## src/cassette_ctrl_defines.svh

```systemverilog
`ifndef CASSETTE_CTRL_DEFINES_SVH
`define CASSETTE_CTRL_DEFINES_SVH

// ----------------------------------------
// address decode
// ----------------------------------------
`define UPPER_ADDR_ONES 5'h1f
`define STRAP_W 10
`define ADDR_W 18
`define DATA_W 16

// ----------------------------------------
// control/status layout
// ----------------------------------------
`define CSR_GO_BIT 0
`define CSR_FUNC_LSB 1
`define CSR_FUNC_MSB 3
`define CSR_READY_BIT 5
`define CSR_IE_BIT 6
`define CSR_REQ_BIT 7
`define CSR_UNIT_BIT 8
`define CSR_LIVE_LSB 9
`define CSR_LIVE_MSB 14
`define CSR_ERR_BIT 15
`define CSR_LOW_STORE_MASK 8'h5e
`define CSR_LOW_RESET 8'h00
`define CSR_UNIT_RESET 1'b0
`define READY_RESET 1'b1
`define OUT_BYTE_RESET 8'h00

// ----------------------------------------
// decode tables
// ----------------------------------------
`define FUNC_OUT_W 8
`define STAT_OUT_W 4
`define STAT_ERR_OUT 3
`define XPORT_STATUS_W 5
`define LIVE_W 6

// ----------------------------------------
// buffering
// ----------------------------------------
`define BYTE_W 8
`define FIFO_DEPTH 16

// ----------------------------------------
// command timing
// ----------------------------------------
`define CLK_MHZ 125
`define NS_PER_US 1000
`define T_PULSE_A_NS 1000
`define T_PULSE_B_NS 1000
`define T_PULSE_C_NS 2000
`define SEQ_CNT_W 9
`define CYC_A ((`T_PULSE_A_NS * `CLK_MHZ + `NS_PER_US - 1) / `NS_PER_US)
`define CYC_B ((`T_PULSE_B_NS * `CLK_MHZ + `NS_PER_US - 1) / `NS_PER_US)
`define CYC_C ((`T_PULSE_C_NS * `CLK_MHZ + `NS_PER_US - 1) / `NS_PER_US)

`endif

```

## src/cassette_ctrl_pkg.sv

```systemverilog
package cassette_ctrl_pkg;

  typedef enum logic [1:0] {
    SEQ_IDLE,
    SEQ_A,
    SEQ_B,
    SEQ_C
  } seq_state_t;

  typedef enum logic {
    BUS_IDLE,
    BUS_ANSWER
  } bus_state_t;

endpackage

```

## src/byte_fifo.sv

```systemverilog
`timescale 1ns/1ps

module byte_fifo #(
  parameter int WIDTH = 8,
  parameter int DEPTH = 16
) (
  input wire logic clk,
  input wire logic rst_b,
  input wire logic flush,
  input wire logic [WIDTH-1:0] in_data,
  input wire logic in_valid,
  output logic in_ready,
  output logic [WIDTH-1:0] out_data,
  output logic out_valid,
  input wire logic out_ready
);

  localparam int PTR_W = $clog2(DEPTH);
  localparam int CNT_W = $clog2(DEPTH + 1);

  logic [WIDTH-1:0] mem [DEPTH];
  logic [PTR_W-1:0] wptr;
  logic [PTR_W-1:0] rptr;
  logic [CNT_W-1:0] count;
  logic [CNT_W-1:0] next_count;
  logic push;
  logic pop;

  assign push = in_valid && in_ready;
  // output stage refills whenever it is empty or being taken
  assign pop = (count != '0) && (!out_valid || out_ready);

  always_comb
  begin
    next_count = count;
    if (push && !pop)
    begin
      next_count = count + CNT_W'(1);
    end
    else if (pop && !push)
    begin
      next_count = count - CNT_W'(1);
    end
  end

  always_ff @(posedge clk)
  begin
    if (push)
    begin
      mem[wptr] <= in_data;
    end
  end

  always_ff @(posedge clk or negedge rst_b)
  begin
    if (!rst_b)
    begin
      wptr <= '0;
      rptr <= '0;
      count <= '0;
      in_ready <= 1'b1;
    end
    else if (flush)
    begin
      wptr <= '0;
      rptr <= '0;
      count <= '0;
      in_ready <= 1'b1;
    end
    else
    begin
      if (push)
      begin
        wptr <= wptr + PTR_W'(1);
      end
      if (pop)
      begin
        rptr <= rptr + PTR_W'(1);
      end
      count <= next_count;
      // registered so the ready seen upstream never glitches
      in_ready <= (next_count != CNT_W'(DEPTH));
    end
  end

  always_ff @(posedge clk or negedge rst_b)
  begin
    if (!rst_b)
    begin
      out_valid <= 1'b0;
      out_data <= '0;
    end
    else if (flush)
    begin
      out_valid <= 1'b0;
    end
    else if (pop)
    begin
      out_valid <= 1'b1;
      out_data <= mem[rptr];
    end
    else if (out_ready)
    begin
      out_valid <= 1'b0;
    end
  end

endmodule

```

## src/cassette_ctrl_bus_registers.sv

```systemverilog
`timescale 1ns/1ps
`include "cassette_ctrl_defines.svh"

// Notes on behaviour
// - respond only with upper five ones, sync
// - bits 12 to 3 must match straps
// - bit 2 zero; bit 1 picks register
// - byte buffer sits at next word address
// - address bit 0 ignored for register select
// - byte transfer enables one lane by bit0
// - C1 high reads register, low writes
// - byte buffer uses only low data byte
// - status register write strobes; go bit on low lane launches timing
// - upper byte clocked only by high lane
// - listed bits stored and read back
// - read-only bits show live status, unstored
// - bit 0 write-only launch, never stored
// - drive choice own storage; low bits latched
// - inbound and outbound byte registers separate
// - outbound byte held until write or initialize
// - outbound byte gated off by disable
// - function table from function bits and repeat
// - status table gives error and action enables
// - byte buffer access clears transfer request
// - launch clears ready before sequencing
module cassette_ctrl_bus_registers #(
  parameter logic [16*`FUNC_OUT_W-1:0] FUNC_TABLE = {16{8'h00}},
  parameter logic [256*`STAT_OUT_W-1:0] STATUS_TABLE = {256{4'h0}}
) (
  input wire logic CLK_SYS,
  input wire logic RST_B,
  input wire logic [`ADDR_W-1:0] BUS_ADDR,
  input wire logic [`DATA_W-1:0] BUS_DATA_IN,
  output logic [`DATA_W-1:0] BUS_DATA_OUT,
  output logic BUS_DATA_OE,
  input wire logic BUS_MSYN,
  output logic BUS_SSYN,
  input wire logic BUS_C1,
  input wire logic BUS_C0,
  input wire logic BUS_INIT_B,
  input wire logic [`STRAP_W-1:0] ADDR_STRAP,
  input wire logic [`LIVE_W-1:0] LIVE_STATUS,
  input wire logic [`XPORT_STATUS_W-1:0] XPORT_STATUS,
  input wire logic REPEAT_IN,
  input wire logic XPORT_DONE,
  input wire logic XFER_REQ,
  input wire logic OUTBOUND_BYTE_GATE_OFF,
  input wire logic [`BYTE_W-1:0] IN_BYTE,
  input wire logic IN_VALID,
  output logic IN_READY,
  output logic [`BYTE_W-1:0] OUT_BYTE,
  output logic UNIT_SELECT,
  output logic [`FUNC_OUT_W-1:0] FUNC_OUT,
  output logic [`STAT_OUT_W-1:0] ACTION_EN,
  output logic CSR_WRITE_STROBE,
  output logic START_PULSE
);

  import cassette_ctrl_pkg::*;

  // ----------------------------------------
  // pin synchronisers
  // ----------------------------------------
  localparam int PIN_W = `ADDR_W + `DATA_W + 4 + `STRAP_W;

  logic [PIN_W-1:0] pin_meta;
  logic [PIN_W-1:0] pin_sync;
  logic [`ADDR_W-1:0] addr;
  logic [`DATA_W-1:0] wdata;
  logic msyn;
  logic c1;
  logic c0;
  logic bus_initialize;
  logic [`STRAP_W-1:0] strap;

  always_ff @(posedge CLK_SYS or negedge RST_B)
  begin
    if (!RST_B)
    begin
      pin_meta <= '0;
      pin_sync <= '0;
    end
    else
    begin
      pin_meta <= {BUS_ADDR, BUS_DATA_IN, BUS_MSYN, BUS_C1, BUS_C0, ~BUS_INIT_B, ADDR_STRAP};
      pin_sync <= pin_meta;
    end
  end

  assign {addr, wdata, msyn, c1, c0, bus_initialize, strap} = pin_sync;

  // ----------------------------------------
  // address decode and lanes
  // ----------------------------------------
  logic upper_match;
  logic strap_match;
  logic base_match;
  logic csr_select;
  logic byte_buffer_select;
  logic master_read_dir;
  logic high_lane_enable;
  logic low_lane_enable;
  logic msyn_prev;
  logic cycle_start;

  assign upper_match = (addr[17:13] == `UPPER_ADDR_ONES);
  assign strap_match = (addr[12:3] == strap);
  assign base_match = upper_match && strap_match && msyn && !addr[2];
  // bit 0 deliberately not decoded, so each register answers at both byte addresses of its word
  assign csr_select = base_match && !addr[1];
  assign byte_buffer_select = base_match && addr[1];
  assign master_read_dir = c1;
  assign low_lane_enable = !master_read_dir && (!c0 || !addr[0]);
  assign high_lane_enable = !master_read_dir && (!c0 || addr[0]);
  assign cycle_start = msyn && !msyn_prev && !bus_initialize;

  // ----------------------------------------
  // control/status storage
  // ----------------------------------------
  logic [7:0] csr_low;
  logic unit_sel;
  logic csr_write;
  logic launch;
  logic buf_write;
  logic buf_access;

  assign csr_write = cycle_start && csr_select && !master_read_dir;
  // go is only seen on the low lane, never stored
  assign launch = csr_write && low_lane_enable && wdata[`CSR_GO_BIT];
  assign buf_write = cycle_start && byte_buffer_select && low_lane_enable;
  assign buf_access = cycle_start && byte_buffer_select;

  always_ff @(posedge CLK_SYS or negedge RST_B)
  begin
    if (!RST_B)
    begin
      csr_low <= `CSR_LOW_RESET;
    end
    else if (bus_initialize)
    begin
      csr_low <= `CSR_LOW_RESET;
    end
    else if (csr_write && low_lane_enable)
    begin
      csr_low <= wdata[7:0] & `CSR_LOW_STORE_MASK;
    end
  end

  always_ff @(posedge CLK_SYS or negedge RST_B)
  begin
    if (!RST_B)
    begin
      unit_sel <= `CSR_UNIT_RESET;
    end
    else if (bus_initialize)
    begin
      unit_sel <= `CSR_UNIT_RESET;
    end
    else if (csr_write && high_lane_enable)
    begin
      unit_sel <= wdata[`CSR_UNIT_BIT];
    end
  end

  // ----------------------------------------
  // byte buffer halves
  // ----------------------------------------
  logic [`BYTE_W-1:0] outbound_byte;
  logic outbound_byte_clock;
  logic [`BYTE_W-1:0] inbound_byte;
  logic inbound_full;
  logic [`BYTE_W-1:0] fifo_data;
  logic fifo_valid;
  logic fifo_take;
  logic inbound_read;

  assign outbound_byte_clock = buf_write;
  assign inbound_read = buf_access && master_read_dir;
  assign fifo_take = !inbound_full;

  always_ff @(posedge CLK_SYS or negedge RST_B)
  begin
    if (!RST_B)
    begin
      outbound_byte <= `OUT_BYTE_RESET;
    end
    else if (bus_initialize)
    begin
      outbound_byte <= `OUT_BYTE_RESET;
    end
    else if (outbound_byte_clock)
    begin
      outbound_byte <= wdata[`BYTE_W-1:0];
    end
  end

  // tape bytes queue here so a slow master does not drop them
  byte_fifo #(
    .WIDTH(`BYTE_W),
    .DEPTH(`FIFO_DEPTH)
  ) u_in_fifo (
    .clk(CLK_SYS),
    .rst_b(RST_B),
    .flush(bus_initialize),
    .in_data(IN_BYTE),
    .in_valid(IN_VALID),
    .in_ready(IN_READY),
    .out_data(fifo_data),
    .out_valid(fifo_valid),
    .out_ready(fifo_take)
  );

  always_ff @(posedge CLK_SYS or negedge RST_B)
  begin
    if (!RST_B)
    begin
      inbound_byte <= '0;
      inbound_full <= 1'b0;
    end
    else if (bus_initialize)
    begin
      inbound_full <= 1'b0;
    end
    else if (fifo_valid && !inbound_full)
    begin
      inbound_byte <= fifo_data;
      inbound_full <= 1'b1;
    end
    else if (inbound_read)
    begin
      inbound_full <= 1'b0;
    end
  end

  // ----------------------------------------
  // flags
  // ----------------------------------------
  logic byte_request_flag;
  logic ready_flag;
  logic req_set;

  assign req_set = XFER_REQ || (fifo_valid && !inbound_full);

  always_ff @(posedge CLK_SYS or negedge RST_B)
  begin
    if (!RST_B)
    begin
      byte_request_flag <= 1'b0;
    end
    else if (bus_initialize)
    begin
      byte_request_flag <= 1'b0;
    end
    else if (req_set)
    begin
      // a new request in the clearing cycle must survive
      byte_request_flag <= 1'b1;
    end
    else if (buf_access)
    begin
      byte_request_flag <= 1'b0;
    end
  end

  always_ff @(posedge CLK_SYS or negedge RST_B)
  begin
    if (!RST_B)
    begin
      ready_flag <= `READY_RESET;
    end
    else if (bus_initialize)
    begin
      ready_flag <= `READY_RESET;
    end
    else if (XPORT_DONE)
    begin
      // completion wins over a launch in the same cycle
      ready_flag <= 1'b1;
    end
    else if (launch)
    begin
      ready_flag <= 1'b0;
    end
  end

  // ----------------------------------------
  // command timing
  // ----------------------------------------
  seq_state_t seq_state;
  logic [`SEQ_CNT_W-1:0] seq_cnt;

  always_ff @(posedge CLK_SYS or negedge RST_B)
  begin
    if (!RST_B)
    begin
      seq_state <= SEQ_IDLE;
      seq_cnt <= '0;
      START_PULSE <= 1'b0;
    end
    else if (bus_initialize)
    begin
      seq_state <= SEQ_IDLE;
      seq_cnt <= '0;
      START_PULSE <= 1'b0;
    end
    else
    begin
      START_PULSE <= 1'b0;
      case (seq_state)
        SEQ_IDLE:
        begin
          if (launch)
          begin
            seq_state <= SEQ_A;
            seq_cnt <= `SEQ_CNT_W'(`CYC_A - 1);
          end
        end
        SEQ_A:
        begin
          if (seq_cnt == '0)
          begin
            seq_state <= SEQ_B;
            seq_cnt <= `SEQ_CNT_W'(`CYC_B - 1);
          end
          else
          begin
            seq_cnt <= seq_cnt - `SEQ_CNT_W'(1);
          end
        end
        SEQ_B:
        begin
          if (seq_cnt == '0)
          begin
            seq_state <= SEQ_C;
            seq_cnt <= `SEQ_CNT_W'(`CYC_C - 1);
          end
          else
          begin
            seq_cnt <= seq_cnt - `SEQ_CNT_W'(1);
          end
        end
        SEQ_C:
        begin
          if (seq_cnt == '0)
          begin
            seq_state <= SEQ_IDLE;
            START_PULSE <= 1'b1;
          end
          else
          begin
            seq_cnt <= seq_cnt - `SEQ_CNT_W'(1);
          end
        end
        default:
        begin
          seq_state <= SEQ_IDLE;
        end
      endcase
    end
  end

  // ----------------------------------------
  // decode tables
  // ----------------------------------------
  logic [2:0] func_sel;
  logic [3:0] func_idx;
  logic [7:0] stat_idx;
  logic [`STAT_OUT_W-1:0] stat_word;

  assign func_sel = csr_low[`CSR_FUNC_MSB:`CSR_FUNC_LSB];
  // repeat is the fourth table input over the three function bits, so all sixteen entries matter
  assign func_idx = {REPEAT_IN, func_sel};
  assign stat_idx = {XPORT_STATUS, func_sel};
  assign stat_word = STATUS_TABLE[{stat_idx, 2'b00} +: `STAT_OUT_W];

  always_ff @(posedge CLK_SYS or negedge RST_B)
  begin
    if (!RST_B)
    begin
      FUNC_OUT <= '0;
      ACTION_EN <= '0;
    end
    else
    begin
      FUNC_OUT <= FUNC_TABLE[{func_idx, 3'b000} +: `FUNC_OUT_W];
      ACTION_EN <= stat_word;
    end
  end

  // ----------------------------------------
  // transport-facing outputs
  // ----------------------------------------
  always_ff @(posedge CLK_SYS or negedge RST_B)
  begin
    if (!RST_B)
    begin
      OUT_BYTE <= '0;
      UNIT_SELECT <= 1'b0;
      CSR_WRITE_STROBE <= 1'b0;
    end
    else
    begin
      OUT_BYTE <= OUTBOUND_BYTE_GATE_OFF ? '0 : outbound_byte;
      UNIT_SELECT <= unit_sel;
      CSR_WRITE_STROBE <= csr_write;
    end
  end

  // ----------------------------------------
  // bus answer
  // ----------------------------------------
  bus_state_t bus_state;
  logic [`DATA_W-1:0] csr_read;
  logic [`DATA_W-1:0] buf_read;

  // status bits are sampled live at the start of the read
  assign csr_read = {stat_word[`STAT_ERR_OUT], LIVE_STATUS, unit_sel, byte_request_flag,
                     csr_low[`CSR_IE_BIT], ready_flag, csr_low[4:1], 1'b0};
  assign buf_read = {8'h00, inbound_byte};

  always_ff @(posedge CLK_SYS or negedge RST_B)
  begin
    if (!RST_B)
    begin
      msyn_prev <= 1'b0;
    end
    else
    begin
      msyn_prev <= msyn;
    end
  end

  always_ff @(posedge CLK_SYS or negedge RST_B)
  begin
    if (!RST_B)
    begin
      bus_state <= BUS_IDLE;
      BUS_SSYN <= 1'b0;
      BUS_DATA_OE <= 1'b0;
      BUS_DATA_OUT <= '0;
    end
    else
    begin
      case (bus_state)
        BUS_IDLE:
        begin
          if (cycle_start && (csr_select || byte_buffer_select))
          begin
            bus_state <= BUS_ANSWER;
            BUS_SSYN <= 1'b1;
            BUS_DATA_OE <= master_read_dir;
            BUS_DATA_OUT <= !master_read_dir ? '0 : (csr_select ? csr_read : buf_read);
          end
        end
        BUS_ANSWER:
        begin
          if (!msyn)
          begin
            bus_state <= BUS_IDLE;
            BUS_SSYN <= 1'b0;
            BUS_DATA_OE <= 1'b0;
            BUS_DATA_OUT <= '0;
          end
        end
        default:
        begin
          bus_state <= BUS_IDLE;
        end
      endcase
    end
  end

endmodule

```

## config.mk

```make
export PLATFORM = sky130hd
export DESIGN_NAME = cassette_ctrl_bus_registers
export DESIGN_NICKNAME = d
export VERILOG_FILES = /design/src/cassette_ctrl_pkg.sv /design/src/byte_fifo.sv /design/src/cassette_ctrl_bus_registers.sv
export VERILOG_INCLUDE_DIRS = /design/src
export SDC_FILE = /design/constraint.sdc
export NUM_CORES = 1
export LEC_CHECK = 0
export BUFFER_PORTS_ARGS = -buffer_cell sky130_fd_sc_hd__buf_2
export CAP_MARGIN = 20
export CORE_AREA = 8 8 132 159
export DETAILED_ROUTE_END_ITERATION = 7
export DIE_AREA = 0 0 140 167
export PLACE_DENSITY_LB_ADDON = 0.1
export SLEW_MARGIN = 20
export SYNTH_ARGS = -nofsm -noshare
export SYNTH_HDL_FRONTEND = slang
export SYNTH_HIERARCHICAL = 1
export SYNTH_SLANG_ARGS = --single-unit
```

## constraint.sdc

```tcl
create_clock -name CLK_SYS -period 5.9 [get_ports CLK_SYS]
set_clock_uncertainty 0.05 [all_clocks]
set_input_delay 0.295 -clock CLK_SYS [delete_from_list [all_inputs] [get_ports CLK_SYS]]
set_output_delay 0.295 -clock CLK_SYS [all_outputs]
set_load 0.02 [all_outputs]
```

== Word level (Yosys, flattened, before mapping) ==
Memories as Yosys holds them, arrays and structs flattened. A register that Yosys moved wholly into a read port is not among the register bits.
Cells that the tools add are included.

* Output and inout bits: 42
* Memories kept: 1
* Register bits after elaboration: 192
* Bits in writable memories: 128
* Bits of input ports: 74
* Logic and storage cells: 165

{| class="wikitable"
|+ Memories
! name !! words !! bits a word !! rd ports !! clocked after memory_dff !! write ports !! line !! text
|-
| u_in_fifo.mem || 16 || 8 || 1 || 1 || 1 || byte_fifo.sv:21 || <nowiki>logic [WIDTH-1:0] mem [DEPTH];</nowiki>
|}

* Shift operators: 2
* Add/sub/neg operators: 5
* Muxes and demuxes: 57
* Eq/ne operators: 14
* Reduce and logical (&&, ||, !) cells: 56
* Bitwise operators: 3

{| class="wikitable"
|+ Operators by type and width
! kind !! count
|-
| $shiftx 1024x11->4 const A || 1
|-
| $shiftx 128x8->8 const A || 1
|-
| $mux 16 || 4
|-
| $mux 9 || 5
|-
| $pmux 9 s4 || 1
|-
| $pmux 16 s2 || 1
|-
| $mux 1 || 25
|-
| $mux 8 || 3
|-
| $logic_and 1x1->1 || 23
|-
| $mux 4 || 4
|-
| $mux 5 || 3
|-
| $ne 3x3->1 const B || 5
|-
| $mux 7 || 2
|-
| $logic_not 1->1 || 12
|-
| $eq 10x10->1 || 1
|-
| $mux 2 || 5
|-
| $reduce_bool 2->1 || 5
|-
| $logic_not 9->1 || 1
|-
| $reduce_bool 3->1 || 3
|-
| $sub 9x1->9 const B || 1
|-
| $add 4x1->4 const B || 2
|-
| $pmux 2 s4 || 1
|-
| $reduce_and 2->1 || 4
|-
| $pmux 1 s2 || 3
|-
| other kinds (13) || 21
|}

== Depth between registers and ports, before layout ==
* Depth after elaboration: 12
* Mapped depth: 9
* Gate-level depth less buffers: 8

== Hierarchy ==
Netlist, hierarchy kept.

{| class="wikitable"
|+ By module, submodules not included
! module !! area each (um2) !! times used !! seq. area each (um2) !! cells an instance
|-
| byte_fifo || 6090.8 || 1 || 4420.5 || 323
|-
| cassette_ctrl_bus_registers || 5288.8 || 1 || 3704.8 || 387
|}

== Least setup slack after synthesis ==
No wires, ideal clock.

* Path type: register -> register
* Start: reg seq_cnt[0]
* End: reg seq_cnt[0]
* Required time: 5.728 ns
* Setup slack: 3.405 ns
* Cell stages (with the launch flop): 10
* Arrival: 2.323 ns
* Clock period less this slack: 2.495 ns
* Buffers on the path: 1
* Library setup time: 0.122 ns
* Cells stage by stage: dfrtp_1 > inv_1 > ha_1 > or4b_1 > buf_2 > or4_4 > a21oi_1 > o21ai_1 > and3_1 > a32o_1

* Cells in the longest elaborated chain, start to end: 4
* Elaborated cells between the ends (all ways): 9
* Those cells by class: 1 x add/sub; 1 x eq/ne; 5 x mux; 2 x reduce/logical

{| class="wikitable"
|+ Ends and longest elaborated chain
! item !! line !! text
|-
| from (decl) || cassette_ctrl_bus_registers.sv:290 || <nowiki>logic [`SEQ_CNT_W-1:0] seq_cnt;</nowiki>
|-
| from (signal assigned) || cassette_ctrl_bus_registers.sv:315 || <nowiki>seq_cnt <= `SEQ_CNT_W'(`CYC_A - 1);</nowiki>
|-
| from (signal assigned) || cassette_ctrl_bus_registers.sv:323 || <nowiki>seq_cnt <= `SEQ_CNT_W'(`CYC_B - 1);</nowiki>
|-
| from (signal assigned) || cassette_ctrl_bus_registers.sv:327 || <nowiki>seq_cnt <= seq_cnt - `SEQ_CNT_W'(1);</nowiki>
|-
| $sub 9x1->9 / $logic_not 9->1 (equally long branches) || -- ||
|-
| $mux 9, on equally long branches || cassette_ctrl_bus_registers.sv:344, cassette_ctrl_bus_registers.sv:320, cassette_ctrl_bus_registers.sv:332 ||
|-
| $pmux 9 s4 || cassette_ctrl_bus_registers.sv:309 || <nowiki>case (seq_state)</nowiki>
|-
| $mux 9 || cassette_ctrl_bus_registers.sv:300 || <nowiki>else if (bus_initialize)</nowiki>
|}

Several ways; a longest one is shown, not always the timed one. The select of a mux whose other input is x is not followed.
A chain may end at the register's enable or synchronous reset.

== Worst setup path in the final report ==
* Start: reg seq_cnt[0]
* End: reg seq_cnt[2]

The elaborated chain is that of the path after synthesis.

==> run metrics <==
run status finished clean; Post-Syn Area per Cell 16.03 um2; CTS H-Tree Depth 1; Synth top area share 0.3716; Post-CTS Resized 0; die height roughly 170 um; capturing point of the worst reg2reg path seq_cnt[2]; Filler Cell Count about 1200; vias in the first global route 6634; cell leakage power 5.553 nW; CP delay by family, top simple AND/OR/NAND/NOR gates; HPWL Detailed about 14 mm; Die Area between 20000 and 25000 um2; Slew HR 0.2532; Seq/Total Area, Yosys 0.7140; post-route setup slack approximately 3.1 ns; CTS Sinks about 300; Overall Power between 4 and 5 mW; Period minus WS final 2.824 ns; hold worst-path end u_in_fifo/mem[9][4]; top post-synthesis cells by area dfrtp_1 37%, edfxtp_1 34%, mux4_2 6.3%; Final Wtd Congestion roughly 0.83; I/O pin count approximately 120; DP Worst Slack 3.123 ns; fraction of layout cells with a size suffix above 1 0.2155; Multi-input gate area 3018 um2; FF+latch area 8128 um2; depth of the worst register-to-register path 8; GR Overflow Total 0; fin crit share 0.4786; Crit Path Class flop to flop; Critical-path top delay cell or4b_1; # DRC 0; Hold Buf Count CTS roughly 50; vias approximately 6300; yosys warns 6; Post-Syn Instances 710; Final Slew Violations 0; drt initial violations ~450; drt total wl 22.12 mm; setup_tns 0 ns; worst min-delay path class primary input to flop; MaxCap Viol Count 0; vias per cell approximately 5.7; prevailing post-synth register cell dfrtp_1; first-pass GRT wire length ~36 mm; # rows 55; RSZ-0062 raised after global routing false; Worst VDD drop around 0.00025 V; Crit Reg-Reg Startpoint seq_cnt[0]; worst path bufs/invs 1; Nets 943; worst-margin pin slew 1.112 ns; Pwr per Cell Area 366.9 nW/um2; cts bufs inserted 29; Clock transition at path regs about 0.07 ns; worst reg2reg setup slack 3.08 ns; Post-Syn Area between 10000 and 15000 um2; worst path cell trace inv_1 -> ha_1 -> or4b_1 -> or4_4 -> a211oi_1 -> nor3b_1 -> a41oi_1 -> o211ai_1; Post-synth EDFFs between 100 and 150; initial antenna violation count 1; HP Start IN_BYTE[4]; clk buf depth 3; hold depth 1; drt wl/cell 20.00 um; Netlist cell types slightly above 60; P&R area growth vs syn 18.03%; first drt pass iteration count 5; largest net degree at the start of global routing 91; Initial Utilization 0.6170; CTS tree yes; post-route ant nets 0; Root Buffer Master clkbuf_16; crit path max fanout 7; Startpoint Class flop; clk_lat worst skew 0.54 ns; # setup viols final 0; Critical Path Sink Type flop; fmax between 300 and 400 MHz; final std cells w/o fill between 1000 and 1500; Synth area leader dfrtp_1; worst endpoint required time about 6.3 ns; Total GRT Usage 0.1912; Critical Path AT about 3.2 ns; Die W approximately 140 um; most frequent cell after synthesis dfrtp_1; placed cells between 1000 and 1500; Post-CTS Setup Bufs 0; endpoints failing hold 0; Post-synth ARST share 0.5719; commonest cells in the netlist 169 x dfrtp_1, 128 x edfxtp_1, 48 x nor2_1; CP max stage delay 0.59 ns; Synth Register Bits 299; core region area between 15000 and 20000 um2; input/output buffers between 80 and 90
kinds of logic after synthesis:
logic type | after synthesis | share of synthesized area
xor+xnor | 20 | 0.01539
other cells | 1 | 0.0003295
flops | 299 | 0.7140
compound gates | 67 | 0.04156
mux | 83 | 0.1092
simple gates | 170 | 0.07862
buf+inv | 55 | 0.02474
fa+ha+maj | 15 | 0.01616
state kept, by name, indices dropped and copies added (netlist names), 5 cells and up:
name / count
pin_sync: 41
seq_cnt: 9
OUT_BYTE: 8
inbound_byte: 8
u_in_fifo/mem: 128
csr_low: 5
u_in_fifo/out_data: 8
BUS_DATA_OUT: 15
outbound_byte: 8
pin_meta: 41
u_in_fifo/count: 5
placed cells by master, fill, tap and decap left out, drive strengths merged, types with 14 or more instances in the layout:
cell type and count:
and2 15, xnor2 16, dfrtp 169, dlygate4sd3 51, buf 92, nor2 49
clkbuf 42, edfxtp 128, o21ai 20, inv 17, mux2i 42, nand3 14
nand2 33, mux4 32
worst max-delay path by stage:
| stage | startpoint | to | slack [ns] | depth (start not counted) |
|---|---|---|---|---|
| CTS | seq_cnt[0] | seq_cnt[2] | 3.11 | 8 |
| finish | seq_cnt[0] | seq_cnt[2] | 3.08 | 8 |
| detailed placement | seq_cnt[0] | seq_cnt[2] | 3.12 | 8 |
| floorplan | seq_cnt[0] | seq_cnt[0] | 3.41 | 9 |
| global route | pin_sync[10] | seq_cnt[5] | 2.94 | 7 |
| global placement | pin_sync[10] | outbound_byte[7] | 3.21 | 7 |
cell type report:
class	count	share of cell area
Antenna cell	1	0.0001863
Clock buffer	42	0.06092
Clock inverter	10	0.01006
Inverter	15	0.004192
Multi-Input combinational cell	368	0.2247
Sequential cell	299	0.6051
Tap cell	228	0.02124
Timing Repair Buffer	143	0.07359
power by group:
part / leakage (nW) / total (mW) / switching [mW] / internal (mW)
Clock: 0.465 / 1.82 / 0.725 / 1.09
Combinational: 1.78 / 0.696 / 0.343 / 0.353
Sequential: 3.30 / 2.42 / 0.123 / 2.29
through the flow:
stage	hold WS (ns)	instance area, um2	utilization
floorplan	-0.05059	11420	-
global placement	0.2828	11960	0.6486
detailed placement	0.2847	11960	0.6486
CTS	0.08522	13430	0.7280
global route	0.1031	13430	0.7283
finish	0.1009	13430	0.7283
metal layers:
| metal | GRT usage | routed length (um) | vias up |
|---|---|---|---|
| met4 | 0.06575 | 516 | 0 |
| li1 | - | - | 2894 |
| met1 | 0.2401 | 9069 | 3232 |
| met5 | 0 | 0 | - |
| met2 | 0.3338 | 11580 | 157 |
| met3 | 0.02832 | 955 | 37 |
No activity file was read; power rests on OpenSTA's default activity.
